--- config.mk ---
export PLATFORM = sky130hd
export DESIGN_NAME = sci_drive_flat
export DESIGN_NICKNAME = d
export VERILOG_FILES = /design/src/rtl/sci_pkg.sv /design/src/rtl/sci_link_if.sv /design/src/rtl/sci_drive.sv /design/src/rtl/sci_sync.sv /design/src/flat_wrapper.sv
export SDC_FILE = /design/constraint.sdc
export NUM_CORES = 1
export LEC_CHECK = 0
export ABC_CLOCK_PERIOD_IN_PS = 1000
export BUFFER_PORTS_ARGS = -buffer_cell sky130_fd_sc_hd__buf_2
export CORE_MARGIN = 3
export CORE_UTILIZATION = 46
export CTS_CLUSTER_SIZE = 10
export DETAILED_ROUTE_END_ITERATION = 7
export PLACE_DENSITY = 0.81
export RECOVER_POWER = 50
export SLEW_MARGIN = 15
export SYNTH_ARGS = -nofsm -noshare
export SYNTH_HDL_FRONTEND = slang
export SYNTH_HIERARCHICAL = 1
export SYNTH_SLANG_ARGS = --single-unit
--- constraint.sdc ---
create_clock -name clk_sys_i -period 1 [get_ports clk_sys_i]
set_input_delay 0.2 -clock clk_sys_i [delete_from_list [all_inputs] [get_ports clk_sys_i]]
set_output_delay 0.2 -clock clk_sys_i [all_outputs]
set_load 0.02 [all_outputs]
--- src/rtl/sci_pkg.sv ---
package sci_pkg;
  // Size of the logical input map
  localparam int SCI_NUM_LINES = 12;
  localparam logic [3:0] SCI_LINE_CLEAR = 4'h7;
  localparam logic [3:0] SCI_LINE_BLOCK = 4'hA;
  // Travel limit action value that disables the limit inputs
  localparam logic [1:0] SCI_LIMIT_ACT_NONE = 2'h1;
  // Travel limit action value that adds a hard stop
  localparam logic [1:0] SCI_LIMIT_ACT_STOP = 2'h2;
  // Clear input modes
  localparam logic [2:0] SCI_CLR_EDGE_DEF = 3'h0;
  localparam logic [2:0] SCI_CLR_LVL_A = 3'h1;
  localparam logic [2:0] SCI_CLR_LVL_B = 3'h2;
  localparam logic [2:0] SCI_CLR_EDGE_A = 3'h3;
  localparam logic [2:0] SCI_CLR_EDGE_B = 3'h4;
  // Minimum pulse widths, microseconds
  localparam int SCI_CLK_MHZ = 200;
  localparam int SCI_CLR_MIN_A_US = 500;
  localparam int SCI_CLR_MIN_B_US = 1000;
  localparam int SCI_CLR_MIN_C_US = 100;
  localparam int SCI_CLR_MIN_A_CYC = SCI_CLR_MIN_A_US * SCI_CLK_MHZ;
  localparam int SCI_CLR_MIN_B_CYC = SCI_CLR_MIN_B_US * SCI_CLK_MHZ;
  localparam int SCI_CLR_MIN_C_CYC = SCI_CLR_MIN_C_US * SCI_CLK_MHZ;
  // Quiet time around a mode change, microseconds
  localparam int SCI_MODE_QUIET_US = 10000;
  localparam int SCI_MODE_QUIET_CYC = SCI_MODE_QUIET_US * SCI_CLK_MHZ;
  // Alarm classes: bit set means fault clear cannot release it
  localparam logic [7:0] SCI_ALARM_STICKY = 8'hC0;
  // Wishbone register offsets of the host controller
  localparam logic [7:0] SCI_REG_CTRL = 8'h00;
  localparam logic [7:0] SCI_REG_CFG = 8'h04;
  localparam logic [7:0] SCI_REG_STAT = 8'h08;
  localparam logic [7:0] SCI_REG_IRQ = 8'h0C;
  localparam logic [7:0] SCI_REG_MASK = 8'h10;
  localparam logic [7:0] SCI_REG_PULSE = 8'h14;
  // Interrupt status bits
  localparam int SCI_IRQ_CFG_ERR = 0;
  localparam int SCI_IRQ_MODE_DONE = 1;
  localparam int SCI_IRQ_ALARM = 2;
  localparam int SCI_IRQ_W = 3;
endpackage

--- src/rtl/sci_link_if.sv ---
`timescale 1ns/1ps
// Discrete control lines from the host to the drive, plus drive status back
interface sci_link_if;
  logic servo_enable_in;
  logic fwd_travel_limit_in;
  logic rev_travel_limit_in;
  logic deviation_clear_in;
  logic fault_clear_in;
  logic pulse_block_in;
  logic mode_select_in;
  logic gear_select_0;
  logic gear_select_1;
  logic damping_select_0;
  logic damping_select_1;
  logic cmd_pulse;
  logic cmd_dir;
  logic alarm_active;
  logic servo_on;
  modport host (
    output servo_enable_in, fwd_travel_limit_in, rev_travel_limit_in,
    output deviation_clear_in, fault_clear_in, pulse_block_in, mode_select_in,
    output gear_select_0, gear_select_1, damping_select_0, damping_select_1,
    output cmd_pulse, cmd_dir,
    input alarm_active, servo_on
  );
  modport drive (
    input servo_enable_in, fwd_travel_limit_in, rev_travel_limit_in,
    input deviation_clear_in, fault_clear_in, pulse_block_in, mode_select_in,
    input gear_select_0, gear_select_1, damping_select_0, damping_select_1,
    input cmd_pulse, cmd_dir,
    output alarm_active, servo_on
  );
endinterface

--- src/rtl/sci_drive.sv ---
// The register addresses and the Wishbone interface to the registers were decided locally.
`timescale 1ns/1ps
// Notes on behaviour
// - Servo enable powers the motor
// - Forward limit applies selected over-travel action
// - Reverse limit applies selected over-travel action
// - Host avoids limit action value one
// - Default mode clears counter on rising edge
// - Modes 1,2 hold clear while input active
// - Modes 3,4 clear once per edge
// - Clear function only on line seven
// - Fault clear releases non-sticky alarms only
// - Pulse block input discards command pulses
// - Pulse block honoured only when disable is zero
// - Pulse block function only on line ten
// - Mode select picks one of two loops
// - Host quiet ten ms around mode change
// - Gear inputs pick numerator, common denominator
// - Damping inputs form two-bit index
module sci_drive
  import sci_pkg::*;
(
  input wire logic clk_sys_i,
  input wire logic rst_n_i,
  sci_link_if.drive link,
  input wire logic [1:0] travel_limit_action_cfg_i,
  input wire logic [2:0] clear_input_mode_cfg_i,
  input wire logic [1:0] pulse_block_disable_cfg_i,
  input wire logic [3:0] clear_line_cfg_i,
  input wire logic [3:0] block_line_cfg_i,
  input wire logic [7:0] alarm_raise_i,
  output logic motor_energize_o,
  output logic fwd_inhibit_o,
  output logic rev_inhibit_o,
  output logic limit_stop_o,
  output logic dev_clear_o,
  output logic cmd_step_o,
  output logic cmd_dir_o,
  output logic cfg_error_o,
  output logic [7:0] alarm_o,
  output logic loop_select_o,
  output logic [1:0] gear_index_o,
  output logic [1:0] damping_index_o
);
  localparam int NIN = 13;

  // Synchronised line map, bit by bit:
  //   0  servo enable
  //   1  forward travel limit
  //   2  reverse travel limit
  //   3  deviation clear
  //   4  fault clear
  //   5  pulse block
  //   6  mode select
  //   7  gear select, low bit
  //   8  gear select, high bit
  //   9  damping select, low bit
  //   10 damping select, high bit
  //   11 command pulse
  //   12 command direction
  // Every output driven from a link line lags its pin by three clocks: two sync stages, one register.
  // A level shorter than one clock may be missed;
  // the host holds every line at least one clock, the command pulse exactly one, so this does not limit use.

  // Fixed lines must exist in the input map
  if (SCI_NUM_LINES <= 10) begin : g_map_chk
    $error("input map too small for the fixed lines");
  end

  // Registered state: outputs first, then the edge history

  typedef struct packed {
    logic motor;
    logic fwd_inh;
    logic rev_inh;
    logic lim_stop;
    logic dclr;
    logic step;
    logic dir;
    logic cfg_err;
    logic [7:0] alarm;
    logic loop_sel;
    logic [1:0] gear;
    logic [1:0] damp;
    logic clr_prev;
    logic fclr_prev;
    logic pulse_prev;
  } sci_drive_s;

  sci_drive_s st_r;
  sci_drive_s st_nxt;
  logic [NIN-1:0] raw;
  logic [NIN-1:0] syn;
  logic clr_lvl;
  logic blk_lvl;

  // Gather the lines in map order, highest bit first
  assign raw = {link.cmd_dir,
                link.cmd_pulse,
                link.damping_select_1,
                link.damping_select_0,
                link.gear_select_1,
                link.gear_select_0,
                link.mode_select_in,
                link.pulse_block_in,
                link.fault_clear_in,
                link.deviation_clear_in,
                link.rev_travel_limit_in,
                link.fwd_travel_limit_in,
                link.servo_enable_in};

  // Pins are asynchronous to the drive clock
  // One shared synchroniser keeps all lines aligned to the same edge,
  // so combined inputs such as the gear pair change together
  sci_sync #(
    .W(NIN)
  ) u_sync (
    .clk_sys_i(clk_sys_i),
    .rst_n_i(rst_n_i),
    .d_i(raw),
    .q_o(syn)
  );

  // A misplaced function is dead: it acts only from its fixed line
  // Gating here keeps a wrong placement from clearing or blocking anything
  assign clr_lvl = syn[3] && (clear_line_cfg_i == SCI_LINE_CLEAR);
  assign blk_lvl = syn[5] && (block_line_cfg_i == SCI_LINE_BLOCK);

  // Next-state logic for every function
  always_comb begin
    st_nxt = st_r;

    // Previous levels, kept for edge detection
    st_nxt.clr_prev = clr_lvl;
    st_nxt.fclr_prev = syn[4];
    st_nxt.pulse_prev = syn[11];

    // Servo power follows its line
    st_nxt.motor = syn[0];

    // Action value one leaves the limits without effect
    st_nxt.fwd_inh = syn[1] && (travel_limit_action_cfg_i != SCI_LIMIT_ACT_NONE);
    st_nxt.rev_inh = syn[2] && (travel_limit_action_cfg_i != SCI_LIMIT_ACT_NONE);
    // Stop action adds a hard stop on top of the inhibit
    st_nxt.lim_stop = (st_nxt.fwd_inh || st_nxt.rev_inh) &&
                      (travel_limit_action_cfg_i == SCI_LIMIT_ACT_STOP);

    // Placement is checked every cycle, so fixing it clears the error
    st_nxt.cfg_err = (clear_line_cfg_i != SCI_LINE_CLEAR) ||
                     (block_line_cfg_i != SCI_LINE_BLOCK);
    // Deviation clear: level modes hold, edge modes pulse once
    case (clear_input_mode_cfg_i)
      SCI_CLR_LVL_A, SCI_CLR_LVL_B: st_nxt.dclr = clr_lvl;
      SCI_CLR_EDGE_A, SCI_CLR_EDGE_B: st_nxt.dclr = clr_lvl && !st_r.clr_prev;
      default: st_nxt.dclr = clr_lvl && !st_r.clr_prev;
    endcase

    // Command pulses pass unless blocked; blocked only when disable is zero
    st_nxt.step = syn[11] && !st_r.pulse_prev &&
                  !(blk_lvl && (pulse_block_disable_cfg_i == 2'h0));
    // Direction passes as a level; the host sets it in the same cycle as the pulse
    st_nxt.dir = syn[12];

    // Alarms latch; a fault clear edge releases all but sticky classes
    st_nxt.alarm = st_r.alarm;
    if (syn[4] && !st_r.fclr_prev) begin
      st_nxt.alarm = st_r.alarm & SCI_ALARM_STICKY;
    end
    st_nxt.alarm = st_nxt.alarm | alarm_raise_i; // raise wins over clear

    // Mode, gear and damping selections are plain levels
    st_nxt.loop_sel = syn[6];
    st_nxt.gear = {syn[8], syn[7]};
    st_nxt.damp = {syn[10], syn[9]};
  end

  // One register for the whole state; reset clears every output
  always_ff @(posedge clk_sys_i or negedge rst_n_i) begin
    if (!rst_n_i) begin
      st_r <= '0;
    end else begin
      st_r <= st_nxt;
    end
  end

  // Outputs come straight from the state register

  // Motion and limit outputs
  assign motor_energize_o = st_r.motor;
  assign fwd_inhibit_o = st_r.fwd_inh;
  assign rev_inhibit_o = st_r.rev_inh;
  assign limit_stop_o = st_r.lim_stop;
  assign dev_clear_o = st_r.dclr;
  assign cmd_step_o = st_r.step;
  assign cmd_dir_o = st_r.dir;

  // Status and selection outputs
  assign cfg_error_o = st_r.cfg_err;
  assign alarm_o = st_r.alarm;
  assign loop_select_o = st_r.loop_sel;
  assign gear_index_o = st_r.gear;
  assign damping_index_o = st_r.damp;

  // Status back to the host, also registered
  assign link.alarm_active = |st_r.alarm;
  assign link.servo_on = st_r.motor;
endmodule

--- src/rtl/sci_sync.sv ---
`timescale 1ns/1ps
// Two-stage synchroniser for a bus of asynchronous levels
module sci_sync #(
  parameter int W = 1
) (
  input wire logic clk_sys_i,
  input wire logic rst_n_i,
  input wire logic [W-1:0] d_i,
  output logic [W-1:0] q_o
);
  // A zero-width bus has nothing to carry
  if (W < 1) begin : g_w_chk
    $error("sync width must be positive");
  end

  typedef struct packed {
    logic [W-1:0] meta;
    logic [W-1:0] q;
  } sci_sync_s;
  sci_sync_s st_r;
  sci_sync_s st_nxt;

  // Only the second stage is visible
  always_comb begin
    st_nxt.meta = d_i;
    st_nxt.q = st_r.meta;
  end

  always_ff @(posedge clk_sys_i or negedge rst_n_i) begin
    if (!rst_n_i) begin
      st_r <= '0;
    end else begin
      st_r <= st_nxt;
    end
  end

  assign q_o = st_r.q;
endmodule

--- src/flat_wrapper.sv ---
// flat-port wrapper written by rule: the top's interface ports become plain ports
module sci_drive_flat import sci_pkg::*;
  (clk_sys_i, rst_n_i, travel_limit_action_cfg_i, clear_input_mode_cfg_i, pulse_block_disable_cfg_i, clear_line_cfg_i, block_line_cfg_i, alarm_raise_i, motor_energize_o, fwd_inhibit_o, rev_inhibit_o, limit_stop_o, dev_clear_o, cmd_step_o, cmd_dir_o, cfg_error_o, alarm_o, loop_select_o, gear_index_o, damping_index_o, link_servo_enable_in, link_fwd_travel_limit_in, link_rev_travel_limit_in, link_deviation_clear_in, link_fault_clear_in, link_pulse_block_in, link_mode_select_in, link_gear_select_0, link_gear_select_1, link_damping_select_0, link_damping_select_1, link_cmd_pulse, link_cmd_dir, link_alarm_active, link_servo_on);
  sci_link_if link_i ();
  input wire logic clk_sys_i;
  input wire logic rst_n_i;
  input wire logic [1:0] travel_limit_action_cfg_i;
  input wire logic [2:0] clear_input_mode_cfg_i;
  input wire logic [1:0] pulse_block_disable_cfg_i;
  input wire logic [3:0] clear_line_cfg_i;
  input wire logic [3:0] block_line_cfg_i;
  input wire logic [7:0] alarm_raise_i;
  output logic motor_energize_o;
  output logic fwd_inhibit_o;
  output logic rev_inhibit_o;
  output logic limit_stop_o;
  output logic dev_clear_o;
  output logic cmd_step_o;
  output logic cmd_dir_o;
  output logic cfg_error_o;
  output logic [7:0] alarm_o;
  output logic loop_select_o;
  output logic [1:0] gear_index_o;
  output logic [1:0] damping_index_o;
  input wire logic [$bits(link_i.servo_enable_in)-1:0] link_servo_enable_in;
  input wire logic [$bits(link_i.fwd_travel_limit_in)-1:0] link_fwd_travel_limit_in;
  input wire logic [$bits(link_i.rev_travel_limit_in)-1:0] link_rev_travel_limit_in;
  input wire logic [$bits(link_i.deviation_clear_in)-1:0] link_deviation_clear_in;
  input wire logic [$bits(link_i.fault_clear_in)-1:0] link_fault_clear_in;
  input wire logic [$bits(link_i.pulse_block_in)-1:0] link_pulse_block_in;
  input wire logic [$bits(link_i.mode_select_in)-1:0] link_mode_select_in;
  input wire logic [$bits(link_i.gear_select_0)-1:0] link_gear_select_0;
  input wire logic [$bits(link_i.gear_select_1)-1:0] link_gear_select_1;
  input wire logic [$bits(link_i.damping_select_0)-1:0] link_damping_select_0;
  input wire logic [$bits(link_i.damping_select_1)-1:0] link_damping_select_1;
  input wire logic [$bits(link_i.cmd_pulse)-1:0] link_cmd_pulse;
  input wire logic [$bits(link_i.cmd_dir)-1:0] link_cmd_dir;
  output wire logic [$bits(link_i.alarm_active)-1:0] link_alarm_active;
  output wire logic [$bits(link_i.servo_on)-1:0] link_servo_on;
  assign link_i.servo_enable_in = link_servo_enable_in;
  assign link_i.fwd_travel_limit_in = link_fwd_travel_limit_in;
  assign link_i.rev_travel_limit_in = link_rev_travel_limit_in;
  assign link_i.deviation_clear_in = link_deviation_clear_in;
  assign link_i.fault_clear_in = link_fault_clear_in;
  assign link_i.pulse_block_in = link_pulse_block_in;
  assign link_i.mode_select_in = link_mode_select_in;
  assign link_i.gear_select_0 = link_gear_select_0;
  assign link_i.gear_select_1 = link_gear_select_1;
  assign link_i.damping_select_0 = link_damping_select_0;
  assign link_i.damping_select_1 = link_damping_select_1;
  assign link_i.cmd_pulse = link_cmd_pulse;
  assign link_i.cmd_dir = link_cmd_dir;
  assign link_alarm_active = link_i.alarm_active;
  assign link_servo_on = link_i.servo_on;
  sci_drive u_core (.clk_sys_i(clk_sys_i), .rst_n_i(rst_n_i), .link(link_i), .travel_limit_action_cfg_i(travel_limit_action_cfg_i), .clear_input_mode_cfg_i(clear_input_mode_cfg_i), .pulse_block_disable_cfg_i(pulse_block_disable_cfg_i), .clear_line_cfg_i(clear_line_cfg_i), .block_line_cfg_i(block_line_cfg_i), .alarm_raise_i(alarm_raise_i), .motor_energize_o(motor_energize_o), .fwd_inhibit_o(fwd_inhibit_o), .rev_inhibit_o(rev_inhibit_o), .limit_stop_o(limit_stop_o), .dev_clear_o(dev_clear_o), .cmd_step_o(cmd_step_o), .cmd_dir_o(cmd_dir_o), .cfg_error_o(cfg_error_o), .alarm_o(alarm_o), .loop_select_o(loop_select_o), .gear_index_o(gear_index_o), .damping_index_o(damping_index_o));
endmodule
==> results.ini <==
[synth]
netlist_instances=89
yosys_most_used_dff=dfrtp_1
synth_most_common_cell=dfrtp_1
synthArstFlopShare_pct=100
synthesis.area_um2=1540
synth.avg_cell_area_um2=17.3
synth.ff_latch_count=50
synth_edf_count=0
synth_nets=127
synth.area.top_cells=dfrtp_1 81%, buf_4 6.4%, a21o_1 2.9%
yosysTopAreaCell=dfrtp_1
synth_top_area_share_pct=81.4
ys_seq_area_share_pct=81.4
synth_cell_type_count=15
yosysWarnings=6
synthTopCellsByCount=50 x dfrtp_1, 13 x buf_4, 6 x a21o_1

[power_and_ir_drop]
leakagePower_nw=1.08
p_per_area_nw_per_um2=1530
swShare_pct=22.1
p_clk_share_pct=25.8
switchingPower_uw=765
combPwrFrac_pct=11.6
vdd_ir_drop_max_mv=1.06
pwr-share-seq_pct=62.5
p_int_mw=2.70

[detailed_routing]
routed_wl_um=2950
vias=953
drc=0
viasPerCell=4.43
ant_nets=0
wl_per_cell_um=13.7
drtIter0Drc=25
first_pass_iters=2

[job]
cap_violations=0

[placement]
place_ws_ns=-0.133
port_buffers=60
hpwl_um=2080
gp_congestion=0.800

[timing]
setup-violations-final=23
whs_ns=0.0233
fin_skew_ns=0.00735
max_freq_mhz=667
relSlewSlack_pct=74.8
fin_setup_tns_ns=-3.10
fin_crit_ns=1.50
setup_ws_ns=-0.499
rsz0062_at_grt=yes
worstMarginPinSlew_ns=0.378
fin_crit_sh_pct=150
final-hold-violation-count=0
drv_slew=0

[die]
num_rows=20
die-area_um2=4070
ioPinCount=61
die_w_um=63.8
die_h_um=63.8
core-area_um2=3130
start_util_pct=49.1

[global_routing]
grt_overflow_total=0
grt_pass1_vias=1116
grt_pass1_wl_um=5070
antenna_found_initial=0
grt_usage_pct=17.1
grt_max_degree=28

[layout]
area_delta_synth_final_pct=47.6
layout.nets=208
antenna_cells=0
drive_above_1_share_pct=46.8
n_fill_cell=199

[worst_setup_path]
crit_path_start_kind=register
required_ns=0.80
cp.arrival_ns=1.30
cp_max_fo=2
cp-end-kind=output pin
worstSetupPathType=reg -> out

[clock_network]
cts_buffers=5
cts-htree-levels=2
cts-root-buf=clkbuf_4
cts.sinks=50
tritoncts=built
clkTransAtPathRegs_ns=0.12
clockBufferDepth=2
insertion_delay_ns=0.34

[min_path]
hp-class=in -> reg

[outcome]
outcome=finished, violations left
violations=setup timing

final timing paths:
kind / start / to / slack [ns] / cells past startpoint
worst max-delay path: u_core/alarm_o[5] / link_alarm_active / -0.50 / 3
worst min-delay path: alarm_raise_i[0] / u_core/alarm_o[0] / 0.02 / 2
worst max register to register: u_core/st_r[1] / u_core/alarm_o[3] / 0.06 / 2
worst min register to register: u_core/u_sync/q_o[8] / u_core/gear_index_o[1] / 0.36 / 0
max in group asynchronous: rst_n_i / u_core/st_r[1] / 0.10 / 3
min in group asynchronous: rst_n_i / u_core/alarm_o[0] / 0.28 / 2
per-stage QoR:
| step | utilization, % | instance area [µm²] | total power, mW | std cells |
|---|---|---|---|---|
| 2_1_floorplan | - | 1540 | 2.31 | 89 |
| 3_3_place_gp | 60.1 | 1880 | 2.46 | 188 |
| 4_1_cts | 72.2 | 2260 | 3.50 | 213 |
| 3_5_place_dp | 60.1 | 1880 | 2.49 | 188 |
| 5_1_grt | 72.5 | 2270 | 3.65 | 215 |
| 6_report | 72.5 | 2270 | 3.46 | 215 |
kinds of logic after synthesis:
group                  after synthesis  share of synthesized area, %
flip-flops                          50                          81.4
AND/OR/NAND/NOR                     18                          8.39
buffers and inverters               13                          6.35
AO/OA/AOI/OAI                        7                          3.26
XOR/XNOR                             1                         0.570
state kept, by name, indices dropped and copies added, names as in the netlist:
signal                  flops
u_core/rev_inhibit_o        1
u_core/cfg_error_o          1
u_core/alarm_o              8
u_core/cmd_dir_o            1
u_core/damping_index_o      2
u_core/cmd_step_o           1
u_core/st_r                 3
u_core/limit_stop_o         1
u_core/fwd_inhibit_o        1
u_core/u_sync/q_o          13
u_core/dev_clear_o          1
u_core/loop_select_o        1
u_core/u_sync/st_nxt       13
u_core/gear_index_o         2
u_core/link.servo_on        1
cells in the final DEF, fill, tap and decap left out, types with 2 or more instances in the layout:
master         netlist  routed
buf_4               13       3
nand2b_1             2       2
clkbuf_4             0       6
and4bb_1             2       2
a21o_1               6       6
nand2_1              2       2
dlygate4sd3_1        0      17
and2_1               4       4
or2_2                2       2
dfrtp_1             50      50
buf_2                0      38
clkbuf_1             0       2
buf_6                0      26
power by group through the flow:
stage / Clock [mW] / Sequential (mW) / Combinational, mW
2_1_floorplan: 0 / 2.21 / 0.108
3_3_place_gp: 0 / 2.18 / 0.279
3_5_place_dp: 0 / 2.19 / 0.294
4_1_cts: 0.927 / 2.17 / 0.406
5_1_grt: 1.04 / 2.18 / 0.438
6_report: 0.894 / 2.16 / 0.403
critical path, stage by stage, from the launching register on:
cell and delay [ns]:
dfrtp_1 0.42, nor4_2 0.30, nand2_1 0.08, buf_2 0.16
routing by layer:
| layer | up-vias | track usage [%] | part of all wire, % |
|---|---|---|---|
| met5 | - | 0 | 0 |
| met4 | 0 | 8.36 | 2.9 |
| met2 | 30 | 32.8 | 59 |
| met3 | 6 | 4.75 | 4.0 |
| li1 | 437 | - | - |
| met1 | 480 | 16.4 | 34 |
cell type report:
class / count / area (µm²) / share of cell area, %
clock buffer: 7 / 55.1 / 2.43
clock inverter: 1 / 5.00 / 0.221
multi-input combinational: 26 / 194 / 8.55
sequential: 50 / 1250 / 55.2
tap: 44 / 55.1 / 2.43
timing repair buffer: 87 / 707 / 31.2
repair_timing:
item,4_1_cts,5_1_grt
hold buffers,15,2
resized for setup,47,2
hold endpoints to repair,64,2
setup endpoints to repair,23,23
buffers inserted,2,2
No activity file was read; power rests on OpenSTA's default activity.
